[config.mk]
export PLATFORM = sky130hd
export DESIGN_NAME = fec_config
export DESIGN_NICKNAME = d
export VERILOG_FILES = /design/src/fec_pkg.sv /design/src/fec_config.sv /design/src/fec_pin_select.sv /design/src/fec_cca_timer.sv
export VERILOG_INCLUDE_DIRS = /design/src
export SDC_FILE = /design/constraint.sdc
export NUM_CORES = 1
export LEC_CHECK = 0
export ABC_AREA = 1
export BUFFER_PORTS_ARGS = -buffer_cell sky130_fd_sc_hd__buf_2
export CORE_UTILIZATION = 50
export DETAILED_ROUTE_END_ITERATION = 16
export GPL_TIMING_DRIVEN = 1
export PLACE_DENSITY = 0.73
export SETUP_SLACK_MARGIN = 0.05
export SYNTH_ARGS = -nofsm -noshare
export SYNTH_HDL_FRONTEND = slang
export SYNTH_SLANG_ARGS = --single-unit
[constraint.sdc]
create_clock -name clk -period 2.1 [get_ports clk]
set_input_delay 0.21 -clock clk [delete_from_list [all_inputs] [get_ports clk]]
set_output_delay 0.21 -clock clk [all_outputs]
set_load 0.02 [all_outputs]
[src/fec_params.svh]
// constants for the front-end and clear channel configuration block
`ifndef FEC_PARAMS_SVH
`define FEC_PARAMS_SVH

// register addresses on the serial control port
`define FEC_ADDR_FRONT_END 10'h100
`define FEC_ADDR_THRESHOLD 10'h105
`define FEC_ADDR_CCA_MODE 10'h106
`define FEC_ADDR_RSSI 10'h30C
`define FEC_ADDR_PENDING 10'h3CC

// front_end_control fields
`define FEC_RAMP_BIT 7
`define FEC_RX_AUTO_BIT 4
`define FEC_TX_AUTO_BIT 3
`define FEC_PA_AUTO_BIT 2
`define FEC_FRONT_END_MASK 8'h9C
`define FEC_FRONT_END_RST 8'h00

// clear_channel_threshold, signed dBm
`define FEC_THRESHOLD_RST 8'hAB

// clear_channel_mode fields
`define FEC_CONT_BIT 2
`define FEC_AUTO_BIT 1
`define FEC_CCA_MODE_MASK 8'h06
`define FEC_CCA_MODE_RST 8'h00

// pending_event_upper fields
`define FEC_PEND_CCA_BIT 0
`define FEC_PENDING_RST 8'h00

// timing
`define FEC_CLK_PERIOD_NS 25
`define FEC_CCA_TIME_NS 128000

`endif

[src/fec_pkg.sv]
// types shared by the front-end and clear channel configuration block
package fec_pkg;

  typedef enum logic [1:0] {
    FEC_IDLE = 2'b00,
    FEC_AUTO = 2'b01,
    FEC_CONT = 2'b11
  } fec_cca_state_type;

endpackage

[src/fec_config.sv]
// front-end pin control and clear channel assessment configuration
`include "fec_params.svh"

module fec_config #(
  parameter logic [15:0] CCA_CYCLES =
    16'(`FEC_CCA_TIME_NS / `FEC_CLK_PERIOD_NS)
) (
  input wire logic clk,
  input wire logic nrst,
  input wire logic regWrite,
  input wire logic regRead,
  input wire logic [9:0] regAddr,
  input wire logic [7:0] regWdata,
  output logic [7:0] regRdata,
  input wire logic inRxState,
  input wire logic inTxState,
  input wire logic [7:0] rssiReadback,
  input wire logic ccaMeasureDone,
  input wire logic userRxLevel,
  input wire logic userTxLevel,
  input wire logic userExtPaBias,
  output logic receiveFrontEndPin,
  output logic transmitFrontEndPin,
  output logic extPaEnable,
  output logic ampRampdownSelect,
  output logic ccaResult,
  output logic ccaComplete,
  output logic pendingCca
);

  function automatic logic hit(input logic [9:0] a, input logic [9:0] t);
    hit = (a == t);
  endfunction

  logic [7:0] frontEndCtrl_q;
  logic [7:0] ccaThreshold_q;
  logic [7:0] ccaMode_q;
  logic [7:0] regRdata_q;
  logic [7:0] regRdata_d;
  logic ccaResult_q;
  logic ccaComplete_q;
  logic pendingCca_q;
  logic rxPrev_q;
  logic rxEntry;
  logic timerRun;
  logic timerExpire;
  logic ccaDone;
  logic clearCca;
  logic contOn;
  logic autoOn;
  fec_pkg::fec_cca_state_type state_q;
  fec_pkg::fec_cca_state_type state_d;

  assign contOn = ccaMode_q[`FEC_CONT_BIT];
  assign autoOn = ccaMode_q[`FEC_AUTO_BIT];

  // front_end_control, reserved bits held at zero
  always_ff @(posedge clk or negedge nrst) begin
    if (!nrst) begin
      frontEndCtrl_q <= `FEC_FRONT_END_RST;
    end else if (regWrite && hit(regAddr, `FEC_ADDR_FRONT_END)) begin
      frontEndCtrl_q <= regWdata & `FEC_FRONT_END_MASK;
    end
  end

  // clear_channel_threshold, all eight bits signed
  always_ff @(posedge clk or negedge nrst) begin
    if (!nrst) begin
      ccaThreshold_q <= `FEC_THRESHOLD_RST;
    end else if (regWrite && hit(regAddr, `FEC_ADDR_THRESHOLD)) begin
      ccaThreshold_q <= regWdata;
    end
  end

  // clear_channel_mode, reserved bits held at zero
  always_ff @(posedge clk or negedge nrst) begin
    if (!nrst) begin
      ccaMode_q <= `FEC_CCA_MODE_RST;
    end else if (regWrite && hit(regAddr, `FEC_ADDR_CCA_MODE)) begin
      ccaMode_q <= regWdata & `FEC_CCA_MODE_MASK;
    end
  end

  assign ampRampdownSelect = frontEndCtrl_q[`FEC_RAMP_BIT];

  // pin selection per front-end line
  fec_pin_select u_rx_pin (
    .clk(clk),
    .nrst(nrst),
    .autoEn(frontEndCtrl_q[`FEC_RX_AUTO_BIT]),
    .inState(inRxState),
    .userLevel(userRxLevel),
    .pin(receiveFrontEndPin)
  );

  fec_pin_select u_tx_pin (
    .clk(clk),
    .nrst(nrst),
    .autoEn(frontEndCtrl_q[`FEC_TX_AUTO_BIT]),
    .inState(inTxState),
    .userLevel(userTxLevel),
    .pin(transmitFrontEndPin)
  );

  fec_pin_select u_pa_pin (
    .clk(clk),
    .nrst(nrst),
    .autoEn(frontEndCtrl_q[`FEC_PA_AUTO_BIT]),
    .inState(inTxState),
    .userLevel(userExtPaBias),
    .pin(extPaEnable)
  );

  // rx entry detect
  always_ff @(posedge clk or negedge nrst) begin
    if (!nrst) begin
      rxPrev_q <= 1'b0;
    end else begin
      rxPrev_q <= inRxState;
    end
  end

  assign rxEntry = inRxState && !rxPrev_q;

  // periodic and automatic scheduling
  always_comb begin
    state_d = state_q;
    case (state_q)
      fec_pkg::FEC_IDLE: begin
        if (contOn) begin
          state_d = fec_pkg::FEC_CONT;
        end else if (autoOn && rxEntry) begin
          state_d = fec_pkg::FEC_AUTO;
        end
      end
      fec_pkg::FEC_AUTO: begin
        if (contOn) begin
          state_d = fec_pkg::FEC_CONT;
        end else if (timerExpire || !autoOn || !inRxState) begin
          state_d = fec_pkg::FEC_IDLE;
        end
      end
      fec_pkg::FEC_CONT: begin
        if (!contOn) begin
          state_d = fec_pkg::FEC_IDLE;
        end
      end
      default: begin
        state_d = fec_pkg::FEC_IDLE;
      end
    endcase
  end

  always_ff @(posedge clk or negedge nrst) begin
    if (!nrst) begin
      state_q <= fec_pkg::FEC_IDLE;
    end else begin
      state_q <= state_d;
    end
  end

  assign timerRun = (state_q != fec_pkg::FEC_IDLE);

  fec_cca_timer #(
    .CYCLES(CCA_CYCLES)
  ) u_timer (
    .clk(clk),
    .nrst(nrst),
    .run(timerRun),
    .expire(timerExpire)
  );

  assign ccaDone = ccaMeasureDone || timerExpire;

  // signed comparison against threshold on each completion
  always_ff @(posedge clk or negedge nrst) begin
    if (!nrst) begin
      ccaResult_q <= 1'b0;
    end else if (ccaDone) begin
      ccaResult_q <= $signed(rssiReadback) < $signed(ccaThreshold_q);
    end
  end

  always_ff @(posedge clk or negedge nrst) begin
    if (!nrst) begin
      ccaComplete_q <= 1'b0;
    end else begin
      ccaComplete_q <= ccaDone;
    end
  end

  // pending event, set wins over a same-cycle clear
  assign clearCca = regWrite && hit(regAddr, `FEC_ADDR_PENDING)
    && regWdata[`FEC_PEND_CCA_BIT];

  always_ff @(posedge clk or negedge nrst) begin
    if (!nrst) begin
      pendingCca_q <= 1'b0;
    end else if (ccaDone) begin
      pendingCca_q <= 1'b1;
    end else if (clearCca) begin
      pendingCca_q <= 1'b0;
    end
  end

  assign ccaResult = ccaResult_q;
  assign ccaComplete = ccaComplete_q;
  assign pendingCca = pendingCca_q;

  // read data, unmapped addresses read zero
  always_comb begin
    regRdata_d = 8'h00;
    if (hit(regAddr, `FEC_ADDR_FRONT_END)) begin
      regRdata_d = frontEndCtrl_q;
    end else if (hit(regAddr, `FEC_ADDR_THRESHOLD)) begin
      regRdata_d = ccaThreshold_q;
    end else if (hit(regAddr, `FEC_ADDR_CCA_MODE)) begin
      regRdata_d = ccaMode_q;
    end else if (hit(regAddr, `FEC_ADDR_RSSI)) begin
      regRdata_d = rssiReadback;
    end else if (hit(regAddr, `FEC_ADDR_PENDING)) begin
      regRdata_d = {7'h00, pendingCca_q};
    end
  end

  always_ff @(posedge clk or negedge nrst) begin
    if (!nrst) begin
      regRdata_q <= 8'h00;
    end else if (regRead) begin
      regRdata_q <= regRdata_d;
    end
  end

  assign regRdata = regRdata_q;

  // checks
  logic [15:0] periodCnt_q;

  always_ff @(posedge clk or negedge nrst) begin
    if (!nrst) begin
      periodCnt_q <= 16'h0000;
    end else if (!timerRun || timerExpire) begin
      periodCnt_q <= 16'h0000;
    end else begin
      periodCnt_q <= periodCnt_q + 16'h0001;
    end
  end
endmodule

[src/fec_pin_select.sv]
// registered front-end pin: radio state in automatic mode, else user level
module fec_pin_select (
  input wire logic clk,
  input wire logic nrst,
  input wire logic autoEn,
  input wire logic inState,
  input wire logic userLevel,
  output logic pin
);

  logic pin_q;

  always_ff @(posedge clk or negedge nrst) begin
    if (!nrst) begin
      pin_q <= 1'b0;
    end else if (autoEn) begin
      pin_q <= inState;
    end else begin
      pin_q <= userLevel;
    end
  end

  assign pin = pin_q;

endmodule

[src/fec_cca_timer.sv]
// free period counter: pulses expire every CYCLES clocks while run is high
`include "fec_params.svh"

module fec_cca_timer #(
  parameter logic [15:0] CYCLES =
    16'(`FEC_CCA_TIME_NS / `FEC_CLK_PERIOD_NS)
) (
  input wire logic clk,
  input wire logic nrst,
  input wire logic run,
  output logic expire
);

  logic [15:0] count_q;
  logic [15:0] count_d;

  always_comb begin
    count_d = count_q + 16'h0001;
  end

  always_ff @(posedge clk or negedge nrst) begin
    if (!nrst) begin
      count_q <= 16'h0000;
    end else if (!run || expire) begin
      count_q <= 16'h0000;
    end else begin
      count_q <= count_d;
    end
  end

  assign expire = run && (count_q == CYCLES - 16'h0001);

endmodule

# Word-level counts from Yosys, hierarchy flattened
# Index checks and enable logic that the tools add are counted.
dict set report word_totals {
  ff_bits 47
  inputBits 36
  out_inout_bits 15
  elab_cells 63
}
dict set report classes {
  n_addsub 1
  order_cmp 1
  n_eq_ne 11
  muxes 17
  reduce_logical 20
}
# cell n
set op_table {}
lappend op_table {{8-bit two-way mux} 4}
lappend op_table {{10-bit by 9-bit equality test with 1-bit output (second input constant)} 3}
lappend op_table {{10-bit equality test (second input constant)} 2}
lappend op_table {{16-bit by 1-bit adder with 16-bit output (second input constant)} 1}
lappend op_table {{16-bit by 13-bit equality test with 1-bit output (second input constant)} 1}
lappend op_table {{16-bit two-way mux} 1}
lappend op_table {{2-bit two-way mux} 5}
lappend op_table {{1-bit logical AND} 8}
lappend op_table {{8-bit less-than comparator} 1}
lappend op_table {{1-bit two-way mux} 6}
lappend op_table {{3-bit != test (second input constant)} 2}
lappend op_table {{2-bit case mux with 3 select lines} 1}
lappend op_table {{1-bit zero test} 4}
lappend op_table {{1-bit logical OR} 4}
lappend op_table {{2-bit nonzero test} 2}
lappend op_table {{3-bit AND reduction} 1}
lappend op_table {{2-bit by 1-bit equality test with 1-bit output (second input constant)} 1}
lappend op_table {{2-bit equality test (second input constant)} 1}
lappend op_table {{2-bit zero test} 1}
lappend op_table {{2-bit != test (second input constant)} 1}

# Logic depth before layout (Yosys ltp)
# Gate-level depths: netlist of run 1.
dict set report depth {
  depth_word 7
  ltp_mapped 11
  ltp_nobuf 11
}

# By module
# Synthesis of run 1 repeated with hierarchy kept, for this count alone.
dict set report unflattened {
  hier_cells 338
  hier_area_um2 2617.5
}
# mod instances cells_per_inst area_per_inst_um2 seq_area_each_um2
set modules_own_cells {}
lappend modules_own_cells {fec_config 1 210 1616.6 706.9}
lappend modules_own_cells {fec_cca_timer 1 113 880.8 400.4}
lappend modules_own_cells {fec_pin_select 3 5 40.0 25.0}

# Least setup slack after synthesis of run 1
# OpenSTA, ideal clock, no wires.
dict set report synth_timing {
  path_type {reg2reg}
  startpoint {register ccaThreshold_q[5]}
  endpoint {register ccaResult_q, in the netlist ccaResult}
  setup_ps 117
  arrival_time_ps 1284
  required_ps 1983
  setup_slack_ps 699
  stages_incl_launch_ff 9
  n_path_buf 0
  period_less_slack_ps 1401
  path_cell_list {dfstp_2 > inv_1 > ha_1 > a21oi_1 > nor2_1 > nor2_1 > nand3_1 > nand3_1 > nand2_1}
}
dict set report synth_between {
  elab_chain_len 1
}
# item line
set synth_rtl {}
lappend synth_rtl {{from (decl)} fec_config.sv:36} ;# logic [7:0] ccaThreshold_q;
lappend synth_rtl {{from (signal assigned)} fec_config.sv:69} ;# ccaThreshold_q <= `FEC_THRESHOLD_RST;
lappend synth_rtl {{from (signal assigned)} fec_config.sv:71} ;# ccaThreshold_q <= regWdata;
lappend synth_rtl {{8-bit less-than comparator} fec_config.sv:180} ;# ccaResult_q <= $signed(rssiReadback) < $signed(ccaThreshold_q);
lappend synth_rtl {{to (signal assigned)} fec_config.sv:180}
lappend synth_rtl {{to (decl)} fec_config.sv:40} ;# logic ccaResult_q;
# No other way between the ends.
# A chain may end at the register's enable or synchronous reset.

# Worst setup path in the final report of run 1
# Ends and elaborated chain as after synthesis.

==> impl_metrics.csv, run 1 <==
group,metric,value,unit
timing,period_share,0.729,
synthesis,synth_top_family_by_area,"simple AND/OR/NAND/NOR gates",
synthesis,ys_warn_count,0,
global_route,met1_usage,0.308,
timing,tns,0,ns
timing,finClkSkew,0.0105,ns
global_route,overflow,0,
worst_hold_path,hp-class,"in2reg",
timing,worst_slew_pin_slew,0.530,ns
power_and_ir_drop,power.density,619,mW/mm²
floorplan,die_x,74.6,µm
synthesis,synth_area,0.00264,mm²
finish,instances_no_fill,469,
synthesis,synth.avg_cell_area,7.73,µm²
floorplan,rows,26,
routing,drc,0,
timing,setup-violations-final,0,
critical_path,critPathKind,"reg2reg",
finish,multi_input_area,0.00123,mm²
floorplan,core-area,0.00511,mm²
synthesis,synthSimpleGateAreaFrac,0.352,
critical_path,cp_slowest_cell,"dfstp_2",
synthesis,synth_area_leader_cell,"dfrtp_1",
floorplan,dieArea,0.00557,mm²
routing,drt_pass1_iterations,5,
routing,via_count,2349,
clock_network,cts_sinks,47,
routing,wl_per_cell,12.1,µm
global_route,grt_busiest_layer,"met2",
timing,rsz0062_at_grt,"false",
clock_network,clk_pin_slew,0.10,ns
run,maxCapViolCount,0,
clock_network,cts-resized-gates,0,
finish,n_antenna_cell,0,
finish,layout-drive-gt1-share,0.233,
synthesis,netlist_instances,341,
synthesis,yosysTopAreaCellShare,0.399,
clock_network,clk_path_buf_depth,2,
global_route,grt.met2_usage,0.333,
synthesis,synth.distinct_cells,30,
floorplan,ios,51,
timing,drv_slew,0,
global_route,grt_use_total,0.219,
global_route,grt_pass1_vias,2045,
routing,first_iter_violations,162,
status,outcome,"completed",
global_route,grt_use_met3,0.0562,
place,place_hpwl,4510,µm
place,gp_congestion,0.898,
place,io_buffers,50,
routing,viasPerCell,5.01,
synthesis,yosysMostFrequentCell,"nand2_1",
power_and_ir_drop,p_leak,0.00154,µW
global_route,grt_max_degree,24,
synthesis,synth_xor_area_frac,0.0166,
synthesis,synth_edf_count,0,
synthesis,synth_area_leaders,"dfrtp_1 (40%), nand2_1 (13%), inv_1 (6.8%)",
power_and_ir_drop,irDropWorstVdd,0.279,mV
floorplan,die_h,74.6,µm
timing,slew_headroom,0.647,
critical_path,crit_arrival,1.73,ns
timing,hold_viol_final,0,
synthesis,yosysSeqAreaShare,0.449,
critical_path,worstPathMaxFanout,2,
synthesis,synth_fa_ha_area_frac,0.0380,
synthesis,synth_ff_type,"dfrtp_1",
synthesis,synth_mux_area_frac,0.00427,
finish,nNetsFinal,442,
synthesis,synth-seq-cells,47,
critical_path,r2r_slack,0.57,ns
clock_network,clk_latency,0.31,ns
critical_path,crit_chain,"inv_1 > ha_1 > a21oi_1 > nor2_1 > nor2_1 > nand3_1 > nand3_1 > nand2_1",
finish,seqCellArea,0.00118,mm²
global_route,grt_pass1_wl,9140,µm
critical_path,required,2.30,ns
finish,syn2layout_area_growth,17.2,%
clock_network,cts_tree,"yes",
finish,fillers,486,
place,dpl.cell_count,460,
synthesis,synth_compound_area_frac,0.0574,
synthesis,syn_nets,385,
critical_path,setup.worst_path.start_class,"register",
floorplan,start_util,0.516,
timing,max_freq,653,MHz
synthesis,netlist_top_cells_count,"nand2_1 (93), inv_1 (48), dfrtp_1 (42)",
critical_path,end_kind,"register",
synthesis,async_reset_ff_frac,1.00,
clock_network,root_buffer,"clkbuf_8",
clock_network,cts_buffers,5,
clock_network,htree_levels,2,
timing,min_period,1.53,ns
routing,routed_wl,5680,µm
routing,postRouteAntennaNets,0,
global_route,antenna_found_initial,0,
critical_path,slowest_delay,0.54,ns
==> state kept, by name, summed over array words and instances, names as in the netlist <==
signal           count
frontEndCtrl_q       4
ccaThreshold_q       8
ccaMode_q            2
pendingCca           1
ccaComplete          1
regRdata             8
ccaResult            1
u_pa_pin.pin         1
u_timer.count_q     16
u_tx_pin.pin         1
rxPrev_q             1
state_q              2
u_rx_pin.pin         1
==> power breakdown <==
part / switching (µW) / total (µW) / internal (µW)
registers: 17.9 / 957 / 939
logic: 183 / 271 / 88.4
clock network: 324 / 685 / 361
total: 525 / 1910 / 1390
==> cell families (layout without fill, tap and decap cells) <==
group | Yosys count | in the layout
buffers and inverters | 54 | 112
AND/OR/NAND/NOR | 200 | 200
multiplexers | 1 | 1
adder cells (fa/ha/maj) | 8 | 8
AO/OA/AOI/OAI | 26 | 26
flip-flops | 47 | 47
XOR/XNOR | 5 | 5
==> worst max-delay path, delay by kind of cell (launching register included) <==
| kind | cells | cell delay, ns |
|---|---|---|
| AOI/OAI and AO/OA | 1 | 0.14 |
| adders and majority gates | 1 | 0.30 |
| buffers and inverters | 1 | 0.05 |
| DFF | 1 | 0.54 |
| and+or+nand+nor | 5 | 0.39 |
==> what timing repair did <==
action,4_1_cts,5_1_grt
setup buffers,0,0
hold buffers,1,0
hold endpoints to repair,17,0
==> cell usage in the layout, fill, tap and decap left out, drive strengths merged, types with 2 or more instances in the layout <==
cell type,instances
nand2,99
inv,51
ha,8
or2,2
clkbuf,5
dfstp,5
dfrtp,42
nor3,14
nand4,8
nor3b,2
a21oi,8
nand3,33
xor2,5
o21ai,17
clkinv,2
nor2,41
buf,52
==> area by class of cell <==
type,instances,area share
Timing Repair Buffer,53,0.0891
Sequential cell,47,0.383
Clock buffer,5,0.0223
Tap cell,70,0.0284
Clock inverter,3,0.0154
Inverter,51,0.0624
Multi-Input combinational cell,240,0.400
==> metrics by stage <==
step                      setup WS (ns)  cell area [µm²]   util  hold WS (ns)  power [µW]
after floorplan                   0.699             2640      -       -0.0856        1160
after global placement            0.635             2960  0.580         0.216        1240
after detailed placement          0.599             2960  0.580         0.218        1250
after CTS                         0.575             3090  0.605        0.0138        1930
after global routing              0.409             3090  0.605        0.0204        2010
final                             0.570             3090  0.605        0.0183        1910
==> final timing paths <==
kind                                      endpoint          startpoint  cells after the start
worst max-delay path                     ccaResult   ccaThreshold_q[5]                      8
worst min-delay path                      rxPrev_q           inRxState                      1
worst max register to register           ccaResult   ccaThreshold_q[5]                      8
worst min register to register  u_timer.count_q[0]  u_timer.count_q[0]                      1
max in group asynchronous        ccaThreshold_q[5]                nrst                      3
min in group asynchronous               state_q[1]                nrst                      2
==> layer usage <==
metal	up-vias	routed length [µm]	part of all wire
met5	-	0	0
met3	7	299	0.053
met2	64	2510	0.44
met1	1076	2800	0.49
li1	1202	-	-
met4	0	68	0.012
Note: power is estimated with default switching activity, not from simulation.
==> run 2: changes to the inputs <==
==> constraint.sdc (replaced) <==
create_clock -name clk -period 1.6 [get_ports clk]
set_input_delay 0.16 -clock clk [delete_from_list [all_inputs] [get_ports clk]]
set_output_delay 0.16 -clock clk [all_outputs]
set_load 0.02 [all_outputs]
==> run 2 against run 1 <==
  * Global-route usage grew 1.3 points
  * Clock skew is 0.0021 ns higher
  * Core utilization grew 0.88 points
  * Clock-buffer cell count did not move
  * Maximum frequency increased by 3.2%
  * Critical path type unchanged
  * Largest cell class unchanged
==> impl_metrics.csv, run 2 (synthesized netlist as in run 1, its figures left out) <==
group,metric,value,unit
status,outcome,"completed",
timing,tns,0,ns
clock_network,clk_latency,0.30,ns
global_route,overflow,0,
timing,period_share,0.927,
floorplan,die_h,74.6,µm
run,maxCapViolCount,0,
finish,fillers,465,
power_and_ir_drop,p_switching,663,µW
timing,drv_slew,0,
routing,routed_wl,5890,µm
critical_path,end_kind,"register",
clock_network,cts_sinks,47,
global_route,grt_pass1_vias,2150,
clock_network,root_buffer,"clkbuf_8",
routing,drt_pass1_iterations,4,
finish,layout_commonest_cell,"nand2_1",
place,placed_area,0.00298,mm²
timing,rsz0062_at_grt,"true",
finish,n_antenna_cell,0,
critical_path,timing.rr.end,"ccaResult",
clock_network,htree_levels,2,
place,gp_congestion,0.952,
timing,slew_headroom,0.739,
power_and_ir_drop,p_seq_frac,0.538,
critical_path,crit_arrival,1.67,ns
power_and_ir_drop,swShare,0.284,
critical_path,crit_path_end,"ccaResult",
global_route,grt_pass1_wl,9680,µm
timing,hold_viol_final,0,
critical_path,worstPathMaxFanout,3,
finish,fin_area,0.00313,mm²
critical_path,reg2reg_depth,9,
routing,via_count,2316,
global_route,grt_max_degree,48,
floorplan,start_util,0.516,
clock_network,clk_pin_slew,0.09,ns
power_and_ir_drop,p_int,1670,µW
timing,setup-violations-final,0,
critical_path,setup.worst_path.start_class,"register",
timing,min_period,1.48,ns
finish,nNetsFinal,445,
power_and_ir_drop,p_leak,0.00155,µW
timing,hold_ws,0.0477,ns
critical_path,critPathKind,"reg2reg",
floorplan,core-area,0.00511,mm²
power_and_ir_drop,power.density,745,mW/mm²
routing,drc,0,
place,io_buffers,50,
finish,largest_reg_flops,16,
power_and_ir_drop,irDropWorstVdd,0.461,mV
global_route,antenna_found_initial,0,
timing,max_freq,674,MHz
routing,wl_per_cell,12.5,µm
place,place_hpwl,4460,µm
floorplan,dieArea,0.00557,mm²
critical_path,required,1.79,ns
floorplan,rows,26,
finish,largest_register,"u_timer.count_q",
routing,first_iter_violations,162,
finish,final_cell_mix,"nand2_1 (90), buf_2 (50), inv_1 (46), dfrtp_1 (42), nor2_1 (34)",
routing,viasPerCell,4.91,
clock_network,cts_tree,"yes",
critical_path,crit_start,"ccaThreshold_q[7]",
finish,syn2layout_area_growth,18.9,%
power_and_ir_drop,pwr-share-comb,0.166,
floorplan,ios,51,
worst_hold_path,hp-class,"in2reg",
floorplan,die_x,74.6,µm
finish,layout-drive-gt1-share,0.261,
power_and_ir_drop,p_clk_frac,0.296,
routing,postRouteAntennaNets,0,
finish,postLayoutCoreUtil,0.614,
clock_network,cts_buffers,5,
timing,worst_slew_pin_slew,0.388,ns
timing,finClkSkew,0.0126,ns
clock_network,clk_path_buf_depth,2,
critical_path,r2r_slack,0.12,ns
global_route,grt_use_total,0.232,
critical_path,rr_startpoint,"ccaThreshold_q[7]",
power_and_ir_drop,finalPower,2330,µW
## run 2: power by group through the flow
stage | clock, µW | combinational [µW] | sequential [µW]
2_1_floorplan | 0 | 232 | 1290
3_3_place_gp | 0 | 354 | 1280
3_5_place_dp | 0 | 362 | 1280
4_1_cts | 718 | 365 | 1260
5_1_grt | 758 | 438 | 1260
6_report | 691 | 388 | 1260
## run 2: worst min path at each step
| stage | startpoint | to | depth (start not counted) |
|---|---|---|---|
| after global placement | nrst | regRdata[0] | 2 |
| after global routing | userTxLevel | u_tx_pin.pin | 3 |
| after detailed placement | nrst | regRdata[0] | 2 |
| after floorplan | nrst | ccaComplete | 0 |
| final | userTxLevel | u_tx_pin.pin | 3 |
| after CTS | userTxLevel | u_tx_pin.pin | 3 |
## run 2: repair_timing
action,4_1_cts,5_1_grt
endpoints found under the setup margin,0,18
resized for setup,0,10
hold endpoints to repair,43,0
hold buffers,2,0
setup buffers,0,2
## run 2: final cells by class
type | instances | area (µm²) | share of cell area
Multi-Input combinational cell | 240 | 1270 | 0.407
Sequential cell | 47 | 1180 | 0.377
Timing Repair Buffer | 56 | 313 | 0.0998
Inverter | 51 | 193 | 0.0615
Tap cell | 70 | 87.6 | 0.0279
Clock buffer | 5 | 68.8 | 0.0220
Clock inverter | 3 | 15.0 | 0.00479
## run 2: critical path: stages, from the launching register on
cell	delay (ns)
dfstp_2	0.56
inv_1	0.04
ha_1	0.30
nand2_1	0.07
nor2_1	0.10
nand2_1	0.07
nand2_1	0.06
nand2_1	0.04
nand3_1	0.07
nand2_1	0.05
## run 2: stage by stage
step           instances  setup slack [ns]
6_report             472             0.117
5_1_grt              472            0.0162
4_1_cts              470            0.0773
3_5_place_dp         460             0.105
3_3_place_gp         460             0.147
2_1_floorplan        341             0.199
## run 2: routing by layer
layer  part of all wire  routed length (µm)  up-vias  global-route usage
met4              0.015                  86        0              0.0671
met5                  0                   0        -                   0
li1                   -                   -     1210                   -
met3              0.045                 267        8              0.0629
met1               0.49                2870     1039               0.324
met2               0.45                2660       59               0.356
==> run 3: changes to the inputs <==
--- a/config.mk
+++ b/config.mk
@@ -6,12 +6,12 @@
 export SDC_FILE = /design/constraint.sdc
 export NUM_CORES = 1
 export LEC_CHECK = 0
-export ABC_AREA = 1
 export BUFFER_PORTS_ARGS = -buffer_cell sky130_fd_sc_hd__buf_2
 export CORE_UTILIZATION = 50
 export DETAILED_ROUTE_END_ITERATION = 16
 export GPL_TIMING_DRIVEN = 1
-export PLACE_DENSITY = 0.73
+export PLACE_DENSITY = 0.74
+export RECOVER_POWER = 25
 export SETUP_SLACK_MARGIN = 0.05
 export SYNTH_ARGS = -nofsm -noshare
 export SYNTH_HDL_FRONTEND = slang
==> run 3 against run 2 <==
  * The flow now finishes with violations (negative setup slack)
  * Synthesized cell count is 32% lower
  * Maximum frequency is 13% lower
  * Sequential share of layout area is 1.2 points lower
  * Critical path type unchanged
==> impl_metrics.csv, run 3 <==
group,metric,value,unit
status,outcome,"complete, but fails checks",
status,violations,"negative setup slack",
power_and_ir_drop,swShare,0.250,
floorplan,start_util,0.520,
finish,layout_commonest_cell,"buf_2",
timing,finClkSkew,0.0101,ns
global_route,overflow,0,
critical_path,reg2reg_depth,6,
clock_network,htree_levels,2,
finish,nNetsFinal,361,
clock_network,cts_tree,"yes",
place,dpl.cell_count,372,
synthesis,synth_area,0.00247,mm²
finish,layout-drive-gt1-share,0.431,
clock_network,clk_pin_slew,0.08,ns
power_and_ir_drop,irDropWorstVdd,0.461,mV
critical_path,end_kind,"register",
routing,drc,0,
timing,max_freq,584,MHz
place,place_hpwl,4080,µm
synthesis,synth_top_family_by_area,"simple AND/OR/NAND/NOR gates",
floorplan,ios,51,
critical_path,worstPathMaxFanout,2,
routing,routed_wl,5590,µm
place,io_buffers,50,
critical_path,crit_family,"compound AO/OA/AOI/OAI gates",
timing,worst_slew_pin_slew,1.13,ns
power_and_ir_drop,p_leak,0.00138,µW
finish,largest_reg_flops,16,
finish,postLayoutCoreUtil,0.682,
power_and_ir_drop,p_switching,547,µW
routing,postRouteAntennaNets,0,
timing,min_period,1.71,ns
synthesis,syn_nets,276,
global_route,grt_use_total,0.220,
floorplan,rows,25,
run,maxCapViolCount,0,
clock_network,root_buffer,"clkbuf_8",
synthesis,synth_compound_area_frac,0.119,
synthesis,netlist_top_cells_count,"dfrtp_1 (42), nor2_1 (22), mux2_2 (17)",
timing,period_share,1.07,
synthesis,synth.distinct_cells,50,
finish,n_antenna_cell,0,
synthesis,yosysMostFrequentCell,"dfrtp_1",
critical_path,required,1.82,ns
routing,first_iter_violations,99,
global_route,grt_pass1_wl,8910,µm
synthesis,synth_area_leader_cell,"dfrtp_1",
clock_network,cts_sinks,47,
critical_path,setup.worst_path.start_class,"register",
synthesis,synth_edf_count,0,
synthesis,yosysTopAreaCellShare,0.425,
global_route,grt_pass1_vias,1937,
place,gp_congestion,0.828,
synthesis,yosysSeqAreaShare,0.478,
power_and_ir_drop,p_int,1640,µW
synthesis,synth_mux_area_frac,0.0815,
power_and_ir_drop,power.density,674,mW/mm²
routing,wl_per_cell,14.5,µm
clock_network,clk_path_buf_depth,2,
timing,drv_slew,0,
synthesis,synth_fa_ha_area_frac,0.0405,
synthesis,synth.avg_cell_area,10.7,µm²
finish,largest_register,"u_timer.count_q",
synthesis,netlist_instances,232,
synthesis,synth-seq-cells,47,
synthesis,synth_xor_area_frac,0.0354,
critical_path,slowest_delay,0.55,ns
timing,fin_ws,-0.111,ns
routing,viasPerCell,5.36,
timing,hold_ws,0.0406,ns
global_route,antenna_found_initial,0,
worst_hold_path,hp-class,"in2reg",
critical_path,crit_arrival,1.93,ns
synthesis,async_reset_ff_frac,1.00,
critical_path,crit_chain,"inv_2 > ha_4 > a21o_1 > a2111oi_4 > o221ai_2 > mux2i_1",
finish,fillers,398,
power_and_ir_drop,p_clk_frac,0.311,
synthesis,synth_ff_type,"dfrtp_1",
clock_network,clk_latency,0.29,ns
floorplan,core-area,0.00475,mm²
finish,instances_no_fill,385,
power_and_ir_drop,pwr-share-comb,0.123,
place,post-place-ws,-0.118,ns
clock_network,cts_buffers,5,
floorplan,die_h,72.3,µm
timing,tns,-0.252,ns
floorplan,die_x,72.3,µm
synthesis,synth_area_leaders,"dfrtp_1 (43%), mux2_2 (7.7%), dfstp_2 (5.3%)",
critical_path,critPathKind,"reg2reg",
timing,hold_viol_final,0,
finish,final_cell_mix,"buf_2 (46), dfrtp_1 (41), buf_4 (26), mux2_2 (17), inv_1 (15)",
worst_hold_path,hold_depth,1,
critical_path,cp_num_buf_inv,1,
timing,slew_headroom,0.245,
global_route,grt_max_degree,48,
routing,drt_pass1_iterations,4,
critical_path,crit_cells,6,
floorplan,dieArea,0.00523,mm²
timing,rsz0062_at_grt,"true",
synthesis,synthSimpleGateAreaFrac,0.216,
power_and_ir_drop,p_seq_frac,0.566,
critical_path,cp_slowest_cell,"dfstp_2",
routing,via_count,2064,
finish,syn2layout_area_growth,31.1,%
timing,setup-violations-final,12,
synthesis,ys_warn_count,0,
[run 3: cell types whose count changed in the layout (fill, tap and decap cells not counted), moves of 16 or more]
cell / change
nand2_1: -80
inv_1: -31
buf_4: +23
nor2_1: -21
nand3_1: -19
mux2_2: +16
[run 3: cell type report]
class	count	area (µm²)	share of cell area
well taps	67	83.8	0.0259
repair buffers	81	512	0.158
flip-flops and latches	47	1180	0.365
clock inverters	1	5.00	0.00154
inverters	16	60.1	0.0185
clock buffers	7	76.3	0.0236
multi-input cells	166	1320	0.407
[run 3: power groups by stage]
stage	registers [µW]	clock network (µW)	logic [µW]
3_5_place_dp	1260	0	256
2_1_floorplan	1280	0	90.5
6_report	1240	680	270
5_1_grt	1240	754	297
3_3_place_gp	1260	0	252
4_1_cts	1230	704	259
[run 3: final timing paths]
kind	from	to	slack (ns)
setup / recovery	ccaThreshold_q[5]	ccaResult	-0.11
hold / removal	inRxState	rxPrev_q	0.04
setup reg to reg	ccaThreshold_q[5]	ccaResult	-0.11
hold reg to reg	ccaResult	ccaResult	0.52
max in group asynchronous	nrst	u_timer.count_q[0]	0.12
min in group asynchronous	nrst	pendingCca	0.70
[run 3: kinds of logic (layout without fill, tap and decap cells)]
family	count (synthesis)	in the layout
buf+inv	19	105
fa+ha+maj	8	8
simple gates	88	88
mux	18	18
flops	47	47
xor+xnor	10	10
compound gates	42	42
[run 3: repair_timing]
action                     CTS  global route
resized for setup            0            19
hold endpoints to repair    42             0
hold buffers                 1             0
gates cloned                 0             1
setup endpoints to repair    3            19
setup buffers                1             2
pin swaps                    0             3
[run 3: through the flow]
stage          power [µW]  area, µm²
6_report             2190       3240
5_1_grt              2290       3240
4_1_cts              2200       3130
3_5_place_dp         1510       3030
3_3_place_gp         1510       3030
2_1_floorplan        1370       2510
[run 3: metal layers]
metal | share of wire | wire (µm) | track usage | vias up
li1 | - | - | - | 1020
met1 | 0.49 | 2740 | 0.328 | 991
met2 | 0.47 | 2630 | 0.330 | 46
met3 | 0.028 | 159 | 0.0333 | 7
met4 | 0.012 | 65 | 0.0654 | 0
met5 | 0 | 0 | 0 | -
